File: config.mk
export PLATFORM = sky130hd
export DESIGN_NAME = cai_dev_flat
export DESIGN_NICKNAME = d
export VERILOG_FILES = /design/src/design/cai_pkg.sv /design/src/design/cai_if.sv /design/src/design/cai_dev.sv /design/src/flat_wrapper.sv
export SDC_FILE = /design/constraint.sdc
export NUM_CORES = 1
export LEC_CHECK = 0
export BUFFER_PORTS_ARGS = -buffer_cell sky130_fd_sc_hd__buf_2
export CORE_MARGIN = 2
export CORE_UTILIZATION = 29
export CTS_CLUSTER_DIAMETER = 120
export DETAILED_ROUTE_END_ITERATION = 8
export PLACE_DENSITY = 0.61
export SYNTH_ARGS = -nofsm -noshare
export SYNTH_HDL_FRONTEND = slang
export SYNTH_SLANG_ARGS = --single-unit
File: constraint.sdc
create_clock -name clk -period 4.4 [get_ports clk]
set_input_delay 0.44 -clock clk [delete_from_list [all_inputs] [get_ports clk]]
set_output_delay 0.44 -clock clk [all_outputs]
set_load 0.02 [all_outputs]
File: src/design/cai_pkg.sv
// Package for the processor control-input block: arbitration, coprocessor
// handshake, interrupts and reset. Shared by both ends and the checker.
// Assumes one clock (the double-rate clock) for every party.
package cai_pkg;
  // Bus pin idle levels during reset
  localparam logic       IDLE_STROBE_N = 1'b1;
  localparam logic [3:0] IDLE_LANES_N  = 4'h0;
  localparam logic [29:0] IDLE_ADDR    = 30'h3FFFFFFF;
  localparam logic       IDLE_WRITE    = 1'b0;
  localparam logic       IDLE_DATA_CTL = 1'b1;
  localparam logic       IDLE_MEM_IO   = 1'b0;
  localparam logic       IDLE_LOCK_N   = 1'b1;
  // Exception and table slots
  localparam logic [7:0] COPROC_ERR_VECTOR = 8'h10;
  localparam logic [7:0] NMI_VECTOR        = 8'h02;
  // Timing counts in clock periods
  localparam int NMI_LOW_CYCLES     = 8;
  localparam int NMI_HIGH_CYCLES    = 8;
  localparam int RESET_MIN_CYCLES   = 15;
  localparam int RESET_BIST_CYCLES  = 80;
  localparam int ACK_CYCLE_LEN      = 2;
  localparam logic [1:0] ACK_LEN    = 2'h2;

  // Coprocessor instruction classes
  typedef enum logic [2:0]
  {
    COP_STACK   = 3'h0,
    COP_WAIT    = 3'h1,
    COP_INIT    = 3'h2,
    COP_CLEX    = 3'h3,
    COP_STSW    = 3'h4,
    COP_STCW    = 3'h5,
    COP_STENV   = 3'h6,
    COP_SAVE    = 3'h7
  } cai_cop_t;

  // Device control state, Gray along idle-ack1-ack2-vector
  typedef enum logic [2:0]
  {
    ST_IDLE  = 3'b000,
    ST_ACK1  = 3'b001,
    ST_ACK2  = 3'b011,
    ST_VECT  = 3'b010,
    ST_HOLD  = 3'b110,
    ST_NMI   = 3'b111,
    ST_OPER  = 3'b101,
    ST_BUSYW = 3'b100
  } cai_state_t;
endpackage : cai_pkg

File: src/design/cai_if.sv
// Interface joining processor end and far end of the control inputs.
// Bus pins are split into output, enable (low = driven) and input.
`timescale 1ns/1ps
interface cai_if
(
  input wire logic clk
);
  logic        reset_n;
  logic        hold_request;
  logic        bus_release_ack;
  logic        coproc_operand_request;
  logic        coproc_busy_n;
  logic        coproc_error_n;
  logic        maskable_irq;
  logic        nmi;
  logic        cycle_start_strobe_n;
  logic        cycle_start_strobe_oe_n;
  logic [3:0]  byte_lane_selects_n;
  logic [29:0] addr;
  logic        write_sel;
  logic        data_ctl_sel;
  logic        mem_io_sel;
  logic        lock_n;
  logic        bus_ctl_oe_n;
  logic [31:0] data_out;
  logic        data_oe_n;
  logic [31:0] data_in;

  modport dev
  (
    input  clk, reset_n, hold_request, coproc_operand_request,
           coproc_busy_n, coproc_error_n, maskable_irq, nmi, data_in,
    output bus_release_ack, cycle_start_strobe_n, cycle_start_strobe_oe_n,
           byte_lane_selects_n, addr, write_sel, data_ctl_sel, mem_io_sel,
           lock_n, bus_ctl_oe_n, data_out, data_oe_n
  );
  modport far
  (
    input  clk, bus_release_ack, cycle_start_strobe_n, byte_lane_selects_n,
           addr, write_sel, data_ctl_sel, mem_io_sel, lock_n, bus_ctl_oe_n,
           data_out, data_oe_n,
    output reset_n, hold_request, coproc_operand_request, coproc_busy_n,
           coproc_error_n, maskable_irq, nmi, data_in
  );
endinterface : cai_if

File: src/design/cai_dev.sv
// Processor end: hold arbitration, coprocessor handshake, interrupt entry
// and reset behaviour. Assumes far end drives reset_n synchronously.
`timescale 1ns/1ps
module cai_dev
(
  cai_if.dev        pins,
  input wire logic  clk_en,
  input wire logic  if_enable,
  input wire logic  cop_valid,
  input wire cai_pkg::cai_cop_t cop_class,
  input wire logic  interrupt_return_instr_exec,
  output logic      cop_go,
  output logic      exc_valid,
  output logic [7:0] exc_vector,
  output logic      operand_xfer,
  output logic      self_test,
  output logic      clk_phase,
  output logic      in_hold
);
  // Async input bank: operand req, busy_n, error_n, irq, nmi
  localparam int NSYNC = 5;
  // Busy and error rest high, so reset shows no false busy or error
  localparam logic [NSYNC-1:0] SYNC_IDLE = 5'h06;
  localparam logic [1:0]       ACKL_1    = cai_pkg::ACK_LEN - 2'h1;
  wire  [NSYNC-1:0] async_in;
  logic [NSYNC-1:0] meta_r;
  logic [NSYNC-1:0] sync_r;
  logic             rst_seen_r;
  logic             busy_at_rst_r;
  logic             nmi_prev_r;
  logic             nmi_pend_r;
  logic             nmi_block_r;
  logic [1:0]       ack_cnt_r;
  cai_pkg::cai_state_t state_r;
  cai_pkg::cai_state_t state_nxt;

  assign async_in = {pins.nmi, pins.maskable_irq, pins.coproc_error_n,
                     pins.coproc_busy_n, pins.coproc_operand_request};

  // Two flops per input; only second stage is looked at, except raw busy_n sampled for self-test
  genvar g;
  generate
    for (g = 0; g < NSYNC; g++)
    begin : g_sync
      always_ff @(posedge pins.clk or negedge pins.reset_n)
      begin
        if (!pins.reset_n)
        begin
          meta_r[g] <= SYNC_IDLE[g];
          sync_r[g] <= SYNC_IDLE[g];
        end
        else if (clk_en)
        begin
          meta_r[g] <= async_in[g];
          sync_r[g] <= meta_r[g];
        end
      end
    end
  endgenerate

  wire oper_req  = sync_r[0];
  wire busy_now  = !sync_r[1];
  wire error_now = !sync_r[2];
  wire irq_now   = sync_r[3];
  wire nmi_now   = sync_r[4];
  wire nmi_rise  = nmi_now && !nmi_prev_r;

  // Class decodes
  function automatic logic skips_busy(input cai_pkg::cai_cop_t c);
    skips_busy = (c == cai_pkg::COP_INIT) || (c == cai_pkg::COP_CLEX);
  endfunction : skips_busy

  function automatic logic skips_error(input cai_pkg::cai_cop_t c);
    skips_error = (c != cai_pkg::COP_STACK) && (c != cai_pkg::COP_WAIT);
  endfunction : skips_error

  wire in_hold_st   = (state_r == cai_pkg::ST_HOLD);
  wire idle_st      = (state_r == cai_pkg::ST_IDLE);
  wire cop_err_hit  = idle_st && cop_valid && error_now
                      && !skips_error(cop_class);
  wire cop_wait     = cop_valid && busy_now
                      && !skips_busy(cop_class);
  wire cop_ok       = idle_st && cop_valid && !cop_wait && !cop_err_hit;
  wire nmi_take     = idle_st && nmi_pend_r && !nmi_block_r
                      && !pins.hold_request;
  wire irq_take     = idle_st && irq_now && if_enable && !nmi_take
                      && !pins.hold_request;

  // Next-state choice; hold has priority, then NMI, then maskable
  always_comb
  begin
    state_nxt = state_r;
    case (state_r)
      cai_pkg::ST_IDLE:
        if (pins.hold_request)
          state_nxt = cai_pkg::ST_HOLD;
        else if (nmi_take)
          state_nxt = cai_pkg::ST_NMI;
        else if (irq_take)
          state_nxt = cai_pkg::ST_ACK1;
        else if (oper_req)
          state_nxt = cai_pkg::ST_OPER;
        else if (cop_valid && cop_wait)
          state_nxt = cai_pkg::ST_BUSYW;
      cai_pkg::ST_HOLD:
        if (!pins.hold_request)
          state_nxt = cai_pkg::ST_IDLE;
      cai_pkg::ST_ACK1:
        if (ack_cnt_r == ACKL_1)
          state_nxt = cai_pkg::ST_ACK2;
      cai_pkg::ST_ACK2:
        if (ack_cnt_r == ACKL_1)
          state_nxt = cai_pkg::ST_VECT;
      cai_pkg::ST_VECT:  state_nxt = cai_pkg::ST_IDLE;
      cai_pkg::ST_NMI:   state_nxt = cai_pkg::ST_IDLE;
      cai_pkg::ST_OPER:  state_nxt = cai_pkg::ST_IDLE;
      cai_pkg::ST_BUSYW:
        if (!busy_now)
          state_nxt = cai_pkg::ST_IDLE;
      default:           state_nxt = cai_pkg::ST_IDLE;
    endcase
  end

  // Reset wins over hold: state forced idle asynchronously
  always_ff @(posedge pins.clk or negedge pins.reset_n)
  begin
    if (!pins.reset_n)
    begin
      state_r    <= cai_pkg::ST_IDLE;
      ack_cnt_r  <= 2'h0;
      nmi_prev_r <= 1'b0;
      exc_valid  <= 1'b0;
      exc_vector <= 8'h00;
      cop_go     <= 1'b0;
      operand_xfer <= 1'b0;
    end
    else if (clk_en)
    begin
      state_r    <= state_nxt;
      nmi_prev_r <= nmi_now;
      ack_cnt_r  <= (state_nxt != state_r) ? 2'h0 : ack_cnt_r + 2'h1;
      exc_valid  <= cop_err_hit || (state_r == cai_pkg::ST_VECT)
                    || (state_r == cai_pkg::ST_NMI);
      if (cop_err_hit)
        exc_vector <= cai_pkg::COPROC_ERR_VECTOR;
      else if (state_r == cai_pkg::ST_ACK2 && state_nxt == cai_pkg::ST_VECT)
        exc_vector <= pins.data_in[7:0];
      else if (state_r == cai_pkg::ST_NMI)
        exc_vector <= cai_pkg::NMI_VECTOR;
      cop_go       <= cop_ok && !oper_req && !nmi_take && !irq_take
                      && !pins.hold_request;
      operand_xfer <= (state_nxt == cai_pkg::ST_OPER)
                      && (state_r != cai_pkg::ST_OPER);
    end
  end

  // NMI memory: one edge pending, blocked until return
  always_ff @(posedge pins.clk or negedge pins.reset_n)
  begin
    if (!pins.reset_n)
    begin
      nmi_pend_r  <= 1'b0;
      nmi_block_r <= 1'b0;
    end
    else if (clk_en)
    begin
      if (nmi_rise)
        nmi_pend_r <= 1'b1;
      else if (nmi_take)
        nmi_pend_r <= 1'b0;
      if (nmi_take)
        nmi_block_r <= 1'b1;
      else if (interrupt_return_instr_exec)
        nmi_block_r <= 1'b0;
    end
  end

  // Busy caught on first enabled edge after reset release; phase restarts
  always_ff @(posedge pins.clk or negedge pins.reset_n)
  begin
    if (!pins.reset_n)
    begin
      rst_seen_r    <= 1'b0;
      busy_at_rst_r <= 1'b0;
      clk_phase     <= 1'b0;
    end
    else if (clk_en)
    begin
      rst_seen_r <= 1'b1;
      clk_phase  <= ~clk_phase;
      if (!rst_seen_r)
        busy_at_rst_r <= !pins.coproc_busy_n;
    end
  end
  assign self_test = busy_at_rst_r;

  // Pin levels: hold floats everything but acknowledge
  wire in_ack = (state_r == cai_pkg::ST_ACK1)
                || (state_r == cai_pkg::ST_ACK2);
  assign in_hold                    = in_hold_st;
  assign pins.bus_release_ack       = in_hold_st;
  assign pins.bus_ctl_oe_n          = in_hold_st;
  assign pins.cycle_start_strobe_oe_n = in_hold_st;
  assign pins.data_oe_n             = 1'b1;
  assign pins.data_out              = 32'h00000000;
  assign pins.cycle_start_strobe_n  = !(in_ack && ack_cnt_r == 2'h0);
  assign pins.byte_lane_selects_n   = cai_pkg::IDLE_LANES_N;
  assign pins.addr                  = cai_pkg::IDLE_ADDR;
  assign pins.write_sel             = cai_pkg::IDLE_WRITE;
  assign pins.data_ctl_sel          = in_ack ? 1'b0 : cai_pkg::IDLE_DATA_CTL;
  assign pins.mem_io_sel            = cai_pkg::IDLE_MEM_IO;
  assign pins.lock_n                = cai_pkg::IDLE_LOCK_N;
endmodule : cai_dev

File: src/flat_wrapper.sv
// flat-port wrapper written by rule: the top's interface ports become plain ports
module cai_dev_flat 
  (clk_en, if_enable, cop_valid, cop_class, interrupt_return_instr_exec, cop_go, exc_valid, exc_vector, operand_xfer, self_test, clk_phase, in_hold, clk, pins_reset_n, pins_hold_request, pins_coproc_operand_request, pins_coproc_busy_n, pins_coproc_error_n, pins_maskable_irq, pins_nmi, pins_data_in, pins_bus_release_ack, pins_cycle_start_strobe_n, pins_cycle_start_strobe_oe_n, pins_byte_lane_selects_n, pins_addr, pins_write_sel, pins_data_ctl_sel, pins_mem_io_sel, pins_lock_n, pins_bus_ctl_oe_n, pins_data_out, pins_data_oe_n);
  cai_if pins_i (.clk(clk));
  input wire logic clk_en;
  input wire logic if_enable;
  input wire logic cop_valid;
  input wire cai_pkg::cai_cop_t cop_class;
  input wire logic interrupt_return_instr_exec;
  output logic cop_go;
  output logic exc_valid;
  output logic [7:0] exc_vector;
  output logic operand_xfer;
  output logic self_test;
  output logic clk_phase;
  output logic in_hold;
  input wire logic clk;
  input wire logic [$bits(pins_i.reset_n)-1:0] pins_reset_n;
  input wire logic [$bits(pins_i.hold_request)-1:0] pins_hold_request;
  input wire logic [$bits(pins_i.coproc_operand_request)-1:0] pins_coproc_operand_request;
  input wire logic [$bits(pins_i.coproc_busy_n)-1:0] pins_coproc_busy_n;
  input wire logic [$bits(pins_i.coproc_error_n)-1:0] pins_coproc_error_n;
  input wire logic [$bits(pins_i.maskable_irq)-1:0] pins_maskable_irq;
  input wire logic [$bits(pins_i.nmi)-1:0] pins_nmi;
  input wire logic [$bits(pins_i.data_in)-1:0] pins_data_in;
  output wire logic [$bits(pins_i.bus_release_ack)-1:0] pins_bus_release_ack;
  output wire logic [$bits(pins_i.cycle_start_strobe_n)-1:0] pins_cycle_start_strobe_n;
  output wire logic [$bits(pins_i.cycle_start_strobe_oe_n)-1:0] pins_cycle_start_strobe_oe_n;
  output wire logic [$bits(pins_i.byte_lane_selects_n)-1:0] pins_byte_lane_selects_n;
  output wire logic [$bits(pins_i.addr)-1:0] pins_addr;
  output wire logic [$bits(pins_i.write_sel)-1:0] pins_write_sel;
  output wire logic [$bits(pins_i.data_ctl_sel)-1:0] pins_data_ctl_sel;
  output wire logic [$bits(pins_i.mem_io_sel)-1:0] pins_mem_io_sel;
  output wire logic [$bits(pins_i.lock_n)-1:0] pins_lock_n;
  output wire logic [$bits(pins_i.bus_ctl_oe_n)-1:0] pins_bus_ctl_oe_n;
  output wire logic [$bits(pins_i.data_out)-1:0] pins_data_out;
  output wire logic [$bits(pins_i.data_oe_n)-1:0] pins_data_oe_n;
  assign pins_i.reset_n = pins_reset_n;
  assign pins_i.hold_request = pins_hold_request;
  assign pins_i.coproc_operand_request = pins_coproc_operand_request;
  assign pins_i.coproc_busy_n = pins_coproc_busy_n;
  assign pins_i.coproc_error_n = pins_coproc_error_n;
  assign pins_i.maskable_irq = pins_maskable_irq;
  assign pins_i.nmi = pins_nmi;
  assign pins_i.data_in = pins_data_in;
  assign pins_bus_release_ack = pins_i.bus_release_ack;
  assign pins_cycle_start_strobe_n = pins_i.cycle_start_strobe_n;
  assign pins_cycle_start_strobe_oe_n = pins_i.cycle_start_strobe_oe_n;
  assign pins_byte_lane_selects_n = pins_i.byte_lane_selects_n;
  assign pins_addr = pins_i.addr;
  assign pins_write_sel = pins_i.write_sel;
  assign pins_data_ctl_sel = pins_i.data_ctl_sel;
  assign pins_mem_io_sel = pins_i.mem_io_sel;
  assign pins_lock_n = pins_i.lock_n;
  assign pins_bus_ctl_oe_n = pins_i.bus_ctl_oe_n;
  assign pins_data_out = pins_i.data_out;
  assign pins_data_oe_n = pins_i.data_oe_n;
  cai_dev u_core (.pins(pins_i), .clk_en(clk_en), .if_enable(if_enable), .cop_valid(cop_valid), .cop_class(cop_class), .interrupt_return_instr_exec(interrupt_return_instr_exec), .cop_go(cop_go), .exc_valid(exc_valid), .exc_vector(exc_vector), .operand_xfer(operand_xfer), .self_test(self_test), .clk_phase(clk_phase), .in_hold(in_hold));
endmodule
==> flow_summary.yaml, run 1 <==
cells_and_area:
  final_cell_mix: "70 x conb_1, 40 x buf_2, 28 x dfrtp_1"
  n_fill_cell: 770
  seq_area_um2: 806
  final_nets: 313
  drive_gt1_frac: 0.264
  diodes: 0
  synthToLayoutAreaGrowth_pct: 5.03
  layout_commonest_cell: "conb_1"
  multiInputGateArea_um2: 967
  postLayoutCoreUtil: 0.313
logic_synthesis:
  yosysSeqAreaShare: 0.372
  ys_ff_latch: 32
  synth_area_per_cell_um2: 9.41
  synth_area_um2: 2160
  synth_cell_types: 41
  syn_inst: 230
  ys.warnings.count: 0
setup_path:
  endpoint_kind: "output pin"
  path_cells: "and3_1 -> buf_2"
  cp.arrival_ns: 1.56
  cp_top_family: "flip-flops"
  cp.required_ns: 3.96
  critPathMaxFanout: 19
  cp_num_buf_inv: 1
  max_stage_delay_ns: 0.73
  startpoint_type: "flip-flop"
  crit_path_top_delay_cell: "dfrtp_1"
  crit_type: "flip-flop to output pin"
timing:
  slew_violations: 0
  slew_headroom: 0.526
  setup_tns_ns: 0
  min_period_ns: 2.00
  tightest_slew_ns: 0.711
  max_freq_mhz: 499
  finClkSkew_ns: 0.00657
  min_period_over_period: 0.455
  timing_hold_violations_final: 0
  rsz0062_at_grt: "false"
  setup_viol: 0
placed_design:
  gp_congestion: 0.785
  dp_hpwl_mm: 2.73
  port_buffers: 40
global_route:
  grt_pass1_wl_mm: 6.20
  grt_max_degree: 33
  antenna_found_initial: 0
  track_usage: 0.0933
  grt-ovfl-total: 0
  grt_pass1_vias: 1374
die:
  initial_core_util: 0.298
  rows: 31
  ios: 136
  die_x_um: 90.4
  die_height_um: 90.4
  dieArea_um2: 8170
  coreArea_um2: 7250
clocking:
  clk_path_buf_depth: 2
  insertion_delay_ns: 0.28
  htreeDepth: 2
  cts-resized-gates: 0
  cts.sinks: 32
  cts_buffers: 5
  clock-root-buffer: "clkbuf_8"
  path_clk_slew_ns: 0.07
  cts_tree: "yes"
  ctsHoldBuffers: 0
  post-cts-setup-buffer-count: 0
drt:
  ant_nets: 0
  vias: 1447
  drcViolationCount: 0
  firstDrtPassIters: 4
  viasPerCell: 3.98
  drt-total-wl_mm: 3.67
  wl_per_cell_um: 10.1
  drt-initial-drc-count: 50
pwr:
  peakVddDrop_mv: 0.206
  p_leak_nw: 1.16
  pwr_density_cell_nw_per_um2: 551
job:
  max-cap-violations: 0
min_path:
  hold_path.class: "input port to async pin"
outcome:
  status: "completed"
layer usage:
layer	track usage	vias to the layer above	share of wire
met5	0	-	0
met4	0.0346	0	0.011
met3	0.0292	4	0.069
met2	0.168	66	0.51
met1	0.103	687	0.41
li1	-	690	-
synthesized netlist by cell type:
master | n | share of area
nand3_1 | 3 | 0.0069
nor3b_1 | 1 | 0.0035
a21oi_2 | 1 | 0.0040
nand2b_2 | 1 | 0.0040
and3_1 | 1 | 0.0029
inv_1 | 12 | 0.021
a21o_1 | 2 | 0.0069
a31o_2 | 1 | 0.0040
mux2i_1 | 7 | 0.032
dfstp_2 | 4 | 0.049
or2_2 | 1 | 0.0029
mux2_2 | 12 | 0.062
a31oi_1 | 4 | 0.012
ha_1 | 2 | 0.012
dfrtp_1 | 28 | 0.32
o311ai_0 | 1 | 0.0040
o31ai_1 | 2 | 0.0069
nand2_1 | 16 | 0.028
nor4_1 | 1 | 0.0029
nor4_4 | 1 | 0.0098
o211ai_1 | 1 | 0.0035
buf_2 | 6 | 0.014
a32o_1 | 1 | 0.0046
a21oi_1 | 9 | 0.021
and2_0 | 1 | 0.0029
o31a_1 | 1 | 0.0040
nand3b_1 | 3 | 0.010
conb_1 | 2 | 0.0035
xor2_1 | 1 | 0.0040
buf_4 | 74 | 0.26
clkinv_1 | 1 | 0.0017
nand2b_1 | 4 | 0.012
o21ai_0 | 8 | 0.019
o22ai_1 | 1 | 0.0029
nor2_1 | 6 | 0.010
buf_6 | 1 | 0.0052
nand2_2 | 1 | 0.0029
nor3_1 | 4 | 0.0093
nor2b_1 | 1 | 0.0029
nor4b_1 | 1 | 0.0040
o32ai_1 | 2 | 0.0081
layout make-up:
cell class / count / share of cell area
clock inverters: 1 / 0.0132
multi-input cells: 172 / 0.426
repair buffers: 40 / 0.0881
well taps: 99 / 0.0545
inverters: 13 / 0.0215
clock buffers: 7 / 0.0424
flip-flops and latches: 32 / 0.355
per-stage QoR:
| step | cell area, um2 | total power [mW] | instances | setup WS (ns) | hold slack (ns) |
|---|---|---|---|---|---|
| 2_1_floorplan | 2420 | 0.902 | 298 | 2.90 | 0.144 |
| 4_1_cts | 2270 | 1.27 | 364 | 2.38 | 0.233 |
| 3_5_place_dp | 2150 | 0.955 | 356 | 2.37 | 0.449 |
| 6_report | 2270 | 1.25 | 364 | 2.40 | 0.208 |
| 5_1_grt | 2270 | 1.35 | 364 | 2.27 | 0.283 |
| 3_3_place_gp | 2150 | 0.945 | 356 | 2.41 | 0.451 |
sequential cells by signal, summed over array words and instances (netlist names):
name,cells
u_core.rst_seen_r,1
u_core.state_r,3
u_core.sync_r,2
u_core.ack_cnt_r,2
u_core.nmi_prev_r,1
u_core.exc_valid,1
u_core.operand_xfer,1
u_core.nmi_now,1
u_core.irq_now,1
u_core.nmi_pend_r,1
u_core.oper_req,1
u_core.exc_vector,8
u_core.meta_r,5
u_core.self_test,1
u_core.clk_phase,1
u_core.nmi_block_r,1
u_core.cop_go,1
logic make-up after synthesis:
logic type / after synthesis / synth area share
AND/OR/NAND/NOR: 46 / 0.115
other: 2 / 0.00347
AO/OA/AOI/OAI: 34 / 0.100
multiplexers: 19 / 0.0949
flip-flops: 32 / 0.372
adder cells (fa/ha/maj): 2 / 0.0116
XOR/XNOR: 1 / 0.00405
buffers and inverters: 94 / 0.298
final timing paths:
kind,to,from,cells after the start,slack (ns)
setup / recovery,in_hold,u_core.state_r[1]$_DFFE_PN0P_,2,2.40
hold / removal,u_core.nmi_prev_r$_DFFE_PN0P_,pins_reset_n,1,0.21
setup reg to reg,u_core.ack_cnt_r[1]$_DFFE_PN0P_,u_core.state_r[2]$_DFFE_PN0P_,5,2.59
hold reg to reg,u_core.clk_phase$_DFFE_PN0P_,u_core.clk_phase$_DFFE_PN0P_,1,0.45
max in group asynchronous,u_core.exc_vector[7]$_DFFE_PN0P_,pins_reset_n,1,3.73
min in group clk,u_core.nmi_block_r$_DFFE_PN0P_,interrupt_return_instr_exec,2,0.34
where the power goes:
| group | internal, mW | leakage [nW] | switching (mW) |
|---|---|---|---|
| clock network | 0.200 | 0.0645 | 0.109 |
| logic | 0.174 | 0.711 | 0.293 |
| registers | 0.377 | 0.388 | 0.100 |
| total | 0.751 | 1.16 | 0.502 |
Power figures use the tool's default switching activity.
==> run 2: changes to the inputs <==
clock period = 1.95 ns   (was 4.4 ns; I/O delays follow)
==> run 2 against run 1 <==
Design area grew 0.83%. Final cell count up 1.6%. Critical endpoint is now u_core.state_r[2]$_DFFE_PN0P_. Sequential share of layout area shrank 0.29 points. Sequential cell count unchanged. Worst hold slack lost 0.12 ns. Non-clock buffer count increased by 6. Power grew 120%. Global-route usage shrank 0.21 points. Sequential power is 110% higher. Clock-buffer cell count shrank 1. Clock power is 79% higher.
==> flow_summary.yaml, run 2 (synthesis results as in run 1) <==
outcome:
  status: "completed"
die:
  rows: 31
  initial_core_util: 0.298
  ios: 136
  coreArea_um2: 7250
  dieArea_um2: 8170
  die_x_um: 90.4
  die_height_um: 90.4
drt:
  vias: 1446
  wl_per_cell_um: 10.2
  drt-initial-drc-count: 53
  drcViolationCount: 0
  ant_nets: 0
  firstDrtPassIters: 4
  viasPerCell: 3.91
  drt-total-wl_mm: 3.78
clocking:
  clock-root-buffer: "clkbuf_8"
  cts.sinks: 32
  cts_tree: "yes"
  clk_path_buf_depth: 2
  cts-resized-gates: 0
  insertion_delay_ns: 0.29
  htreeDepth: 2
  ctsHoldBuffers: 1
  post-cts-setup-buffer-count: 0
  cts_buffers: 5
  path_clk_slew_ns: 0.07
pwr:
  p_leak_nw: 1.17
  pwr_density_cell_nw_per_um2: 1190
  total_power_mw: 2.74
  peakVddDrop_mv: 0.608
setup_path:
  startpoint_type: "flip-flop"
  endpoint_kind: "flip-flop"
  crit_type: "flip-flop to flip-flop"
  cp.required_ns: 2.13
  reg2regPathDepth: 5
  critPathMaxFanout: 12
  cp.arrival_ns: 1.89
global_route:
  antenna_found_initial: 0
  grt_pass1_wl_mm: 6.04
  grt_max_degree: 33
  grt_pass1_vias: 1279
  grt-ovfl-total: 0
  track_usage: 0.0912
timing:
  fin_hold_ws_ns: 0.0901
  setup_viol: 0
  min_period_ns: 1.72
  setup_slack_ns: 0.234
  max_freq_mhz: 583
  slew_headroom: 0.524
  rsz0062_at_grt: "false"
  min_period_over_period: 0.880
  setup_tns_ns: 0
  finClkSkew_ns: 0.00621
  slew_violations: 0
  timing_hold_violations_final: 0
  tightest_slew_ns: 0.713
placed_design:
  pre_cts_ws_ns: 0.243
  dp_cells: 361
  place_area_um2: 2180
  gp_congestion: 0.790
  dp_hpwl_mm: 2.85
  port_buffers: 40
cells_and_area:
  seq_area_um2: 806
  instances_no_fill: 370
  diodes: 0
  largest_reg_flops: 8
  final_area_um2: 2290
  multiInputGateArea_um2: 967
  synthToLayoutAreaGrowth_pct: 5.90
  reg_top3: "u_core.exc_vector (8), u_core.meta_r (5), u_core.state_r (3)"
  n_fill_cell: 772
  layout_commonest_cell: "conb_1"
  regMostFlops: "u_core.exc_vector"
  drive_gt1_frac: 0.277
  postLayoutCoreUtil: 0.316
  final_nets: 319
  final_cell_mix: "70 x conb_1, 40 x buf_2, 28 x dfrtp_1"
min_path:
  hold_path.class: "input port to flip-flop"
  min_path_cells: 2
job:
  max-cap-violations: 0
run 2: path summary, 6_finish.rpt:
| check | from | to | slack, ns |
|---|---|---|---|
| worst max-delay path | u_core.state_r[2]$_DFFE_PN0P_ | u_core.state_r[2]$_DFFE_PN0P_ | 0.23 |
| worst min-delay path | pins_coproc_busy_n | u_core.self_test$_DFFE_PN0P_ | 0.09 |
| worst max register to register | u_core.state_r[2]$_DFFE_PN0P_ | u_core.state_r[2]$_DFFE_PN0P_ | 0.23 |
| worst min register to register | u_core.clk_phase$_DFFE_PN0P_ | u_core.clk_phase$_DFFE_PN0P_ | 0.46 |
| max in group asynchronous | pins_reset_n | u_core.exc_vector[7]$_DFFE_PN0P_ | 1.00 |
| min in group asynchronous | pins_reset_n | u_core.meta_r[4]$_DFFE_PN0P_ | 0.49 |
run 2: critical path, cell delays in order, from the launching register on:
cell and delay [ns]:
dfrtp_1 0.52, nor4_4 0.44, nand2b_2 0.14, a21oi_2 0.15, nor3_1 0.09, mux2_2 0.26
run 2: layout make-up:
| cell class | count | area share |
|---|---|---|
| well taps | 99 | 0.0541 |
| clock inverters | 2 | 0.00655 |
| inverters | 13 | 0.0213 |
| clock buffers | 6 | 0.0360 |
| flip-flops and latches | 32 | 0.352 |
| repair buffers | 46 | 0.108 |
| multi-input cells | 172 | 0.422 |
run 2: power by group:
group          switching, mW  internal, mW
Combinational          0.728         0.434
Sequential             0.171         0.852
Clock                  0.265         0.286
run 2: per-layer routing:
layer | GRT usage | routed length, um | vias up
li1 | - | - | 699
met1 | 0.113 | 1670 | 677
met2 | 0.151 | 1820 | 65
met3 | 0.0259 | 231 | 5
met4 | 0.0346 | 56 | 0
met5 | 0 | 0 | -
==> run 3: changes to the inputs <==
CORE_UTILIZATION = 43   (was 29)
PLACE_DENSITY = 0.84   (was 0.61)
clock period = 1.65 ns   (was 1.95 ns; I/O delays follow)
==> run 3 against run 2 <==
Clock power up 49%. Core utilization is 17 points higher. Die area down 31%. Clock skew fell by 0.00092 ns. Routed wire length down 2.1%. Power increased by 28%. Global-route usage is 4.4 points higher. Critical path depth down 1. Critical path type is now flip-flop to output pin. Critical endpoint is now in_hold.
==> flow_summary.yaml, run 3 (synthesis results as in run 1) <==
min_path:
  hold_path.class: "input port to flip-flop"
  hold_start: "pins_coproc_busy_n"
  min_path_cells: 2
  whs_endpoint: "u_core.self_test$_DFFE_PN0P_"
placed_design:
  place_area_um2: 2190
  gp_congestion: 0.880
  dp_cells: 335
  port_buffers: 40
  dp_hpwl_mm: 2.83
die:
  rows: 25
  die_x_um: 74.9
  ios: 136
  coreArea_um2: 4790
  initial_core_util: 0.452
  dieArea_um2: 5610
  die_height_um: 74.9
cells_and_area:
  final_nets: 326
  regMostFlops: "u_core.exc_vector"
  n_fill_cell: 479
  diodes: 0
  layout_commonest_cell: "conb_1"
  final_area_um2: 2340
  drive_gt1_frac: 0.309
  reg_top3: "u_core.exc_vector (8), u_core.meta_r (5), u_core.state_r (3)"
  largest_reg_flops: 8
  final_cell_mix: "70 x conb_1, 40 x buf_2, 25 x dfrtp_1"
  instances_no_fill: 345
  synthToLayoutAreaGrowth_pct: 8.21
pwr:
  peakVddDrop_mv: 0.760
  power_frac_comb: 0.421
  power.share.clock: 0.235
  p_leak_nw: 1.23
  pwr_density_cell_nw_per_um2: 1500
  p_int_mw: 2.12
  pwr-share-seq: 0.345
  sw_frac_of_total: 0.394
  switchingPower_mw: 1.38
timing:
  min_period_over_period: 0.939
  max_freq_mhz: 645
  slew_violations: 0
  setup_viol: 0
  setup_tns_ns: 0
  finClkSkew_ns: 0.00529
  slew_headroom: 0.532
  min_period_ns: 1.55
  tightest_slew_ns: 0.701
  rsz0062_at_grt: "false"
  timing_hold_violations_final: 0
clocking:
  htreeDepth: 2
  cts.sinks: 32
  clock-root-buffer: "clkbuf_8"
  cts_tree: "yes"
  insertion_delay_ns: 0.29
  cts_buffers: 5
  path_clk_slew_ns: 0.07
  clk_path_buf_depth: 2
global_route:
  grt_pass1_vias: 1232
  antenna_found_initial: 0
  grt_max_degree: 33
  track_usage: 0.135
  grt_pass1_wl_mm: 5.69
  grt-ovfl-total: 0
drt:
  viasPerCell: 4.31
  firstDrtPassIters: 4
  vias: 1486
  drt-initial-drc-count: 28
  ant_nets: 0
  drcViolationCount: 0
  drt-total-wl_mm: 3.70
  wl_per_cell_um: 10.7
setup_path:
  reg2regPathDepth: 4
  startpoint_type: "flip-flop"
  crit_type: "flip-flop to output pin"
  cp.required_ns: 1.48
  cp.arrival_ns: 1.38
  critPathMaxFanout: 10
  timing.rr.end: "u_core.ack_cnt_r[0]$_DFFE_PN0P_"
  endpoint_kind: "output pin"
  r2r_start: "u_core.state_r[0]$_DFFE_PN0P_"
  rrSetupSlack_ns: 0.14
job:
  max-cap-violations: 0
outcome:
  status: "completed"
[run 3: cell types whose count changed in the layout (fill, tap and decap cells not counted)]
cell        before  now
clkinvlp_4       2    0
clkbuf_2         0    1
o32ai_2          0    1
dfrtp_2          0    3
dfrtp_1         28   25
o32ai_1          2    1
bufinv_16        0    1
buf_4            5   11
clkbuf_8         6    7
[run 3: metrics by stage]
step	setup WS [ns]	total power, mW	hold WS [ns]	util
floorplan	0.187	2.41	-0.131	-
global placement	0.114	2.61	0.241	0.457
finish	0.100	3.50	0.0544	0.489
detailed placement	0.0961	2.66	0.251	0.457
global route	0.00483	3.76	0.0500	0.489
CTS	0.0540	3.49	0.0472	0.486
[run 3: critical path, stage by stage, from the launching register on]
cell and delay, ns:
dfrtp_2 0.46, buf_4 0.18, and3_1 0.16, buf_4 0.14, buf_2 0.15
[run 3: what timing repair did]
item,4_1_cts,5_1_grt
endpoints found under the hold margin,28,0
resized for setup,1,3
gates cloned,0,0
pin swaps,0,0
endpoints found under the setup margin,4,6
buffers inserted,0,1
hold buffers,1,0
[run 3: routing by layer]
layer,GRT usage,routed length [um]
met1,0.173,1550
met2,0.210,1770
met3,0.0549,356
met4,0.0417,12
met5,0,0
[run 3: layout make-up]
cell class | instances | area [um2] | share of cell area
clock buffers | 7 | 96.3 | 0.0412
clock inverters | 1 | 30.0 | 0.0128
inverters | 13 | 48.8 | 0.0208
multi-input cells | 172 | 975 | 0.416
flip-flops and latches | 32 | 810 | 0.346
well taps | 67 | 83.8 | 0.0358
repair buffers | 53 | 298 | 0.127
[run 3: worst max-delay path by stage]
stage / slack, ns / startpoint / endpoint
floorplan: 0.19 / u_core.state_r[2]$_DFFE_PN0P_ / u_core.state_r[2]$_DFFE_PN0P_
global placement: 0.11 / u_core.state_r[1]$_DFFE_PN0P_ / u_core.operand_xfer$_DFFE_PN0P_
detailed placement: 0.1 / u_core.state_r[1]$_DFFE_PN0P_ / u_core.operand_xfer$_DFFE_PN0P_
CTS: 0.05 / u_core.state_r[2]$_DFFE_PN0P_ / in_hold
global route: 0.005 / u_core.sync_r[2]$_DFFE_PN1P_ / u_core.exc_vector[6]$_DFFE_PN0P_
finish: 0.10 / u_core.state_r[2]$_DFFE_PN0P_ / in_hold
[run 3: power by group through the flow]
stage | registers [mW] | logic (mW) | clock network [mW]
after floorplan | 1.27 | 1.14 | 0
after global placement | 1.21 | 1.40 | 0
after detailed placement | 1.22 | 1.43 | 0
after CTS | 1.21 | 1.44 | 0.841
after global routing | 1.24 | 1.64 | 0.883
final | 1.21 | 1.47 | 0.821
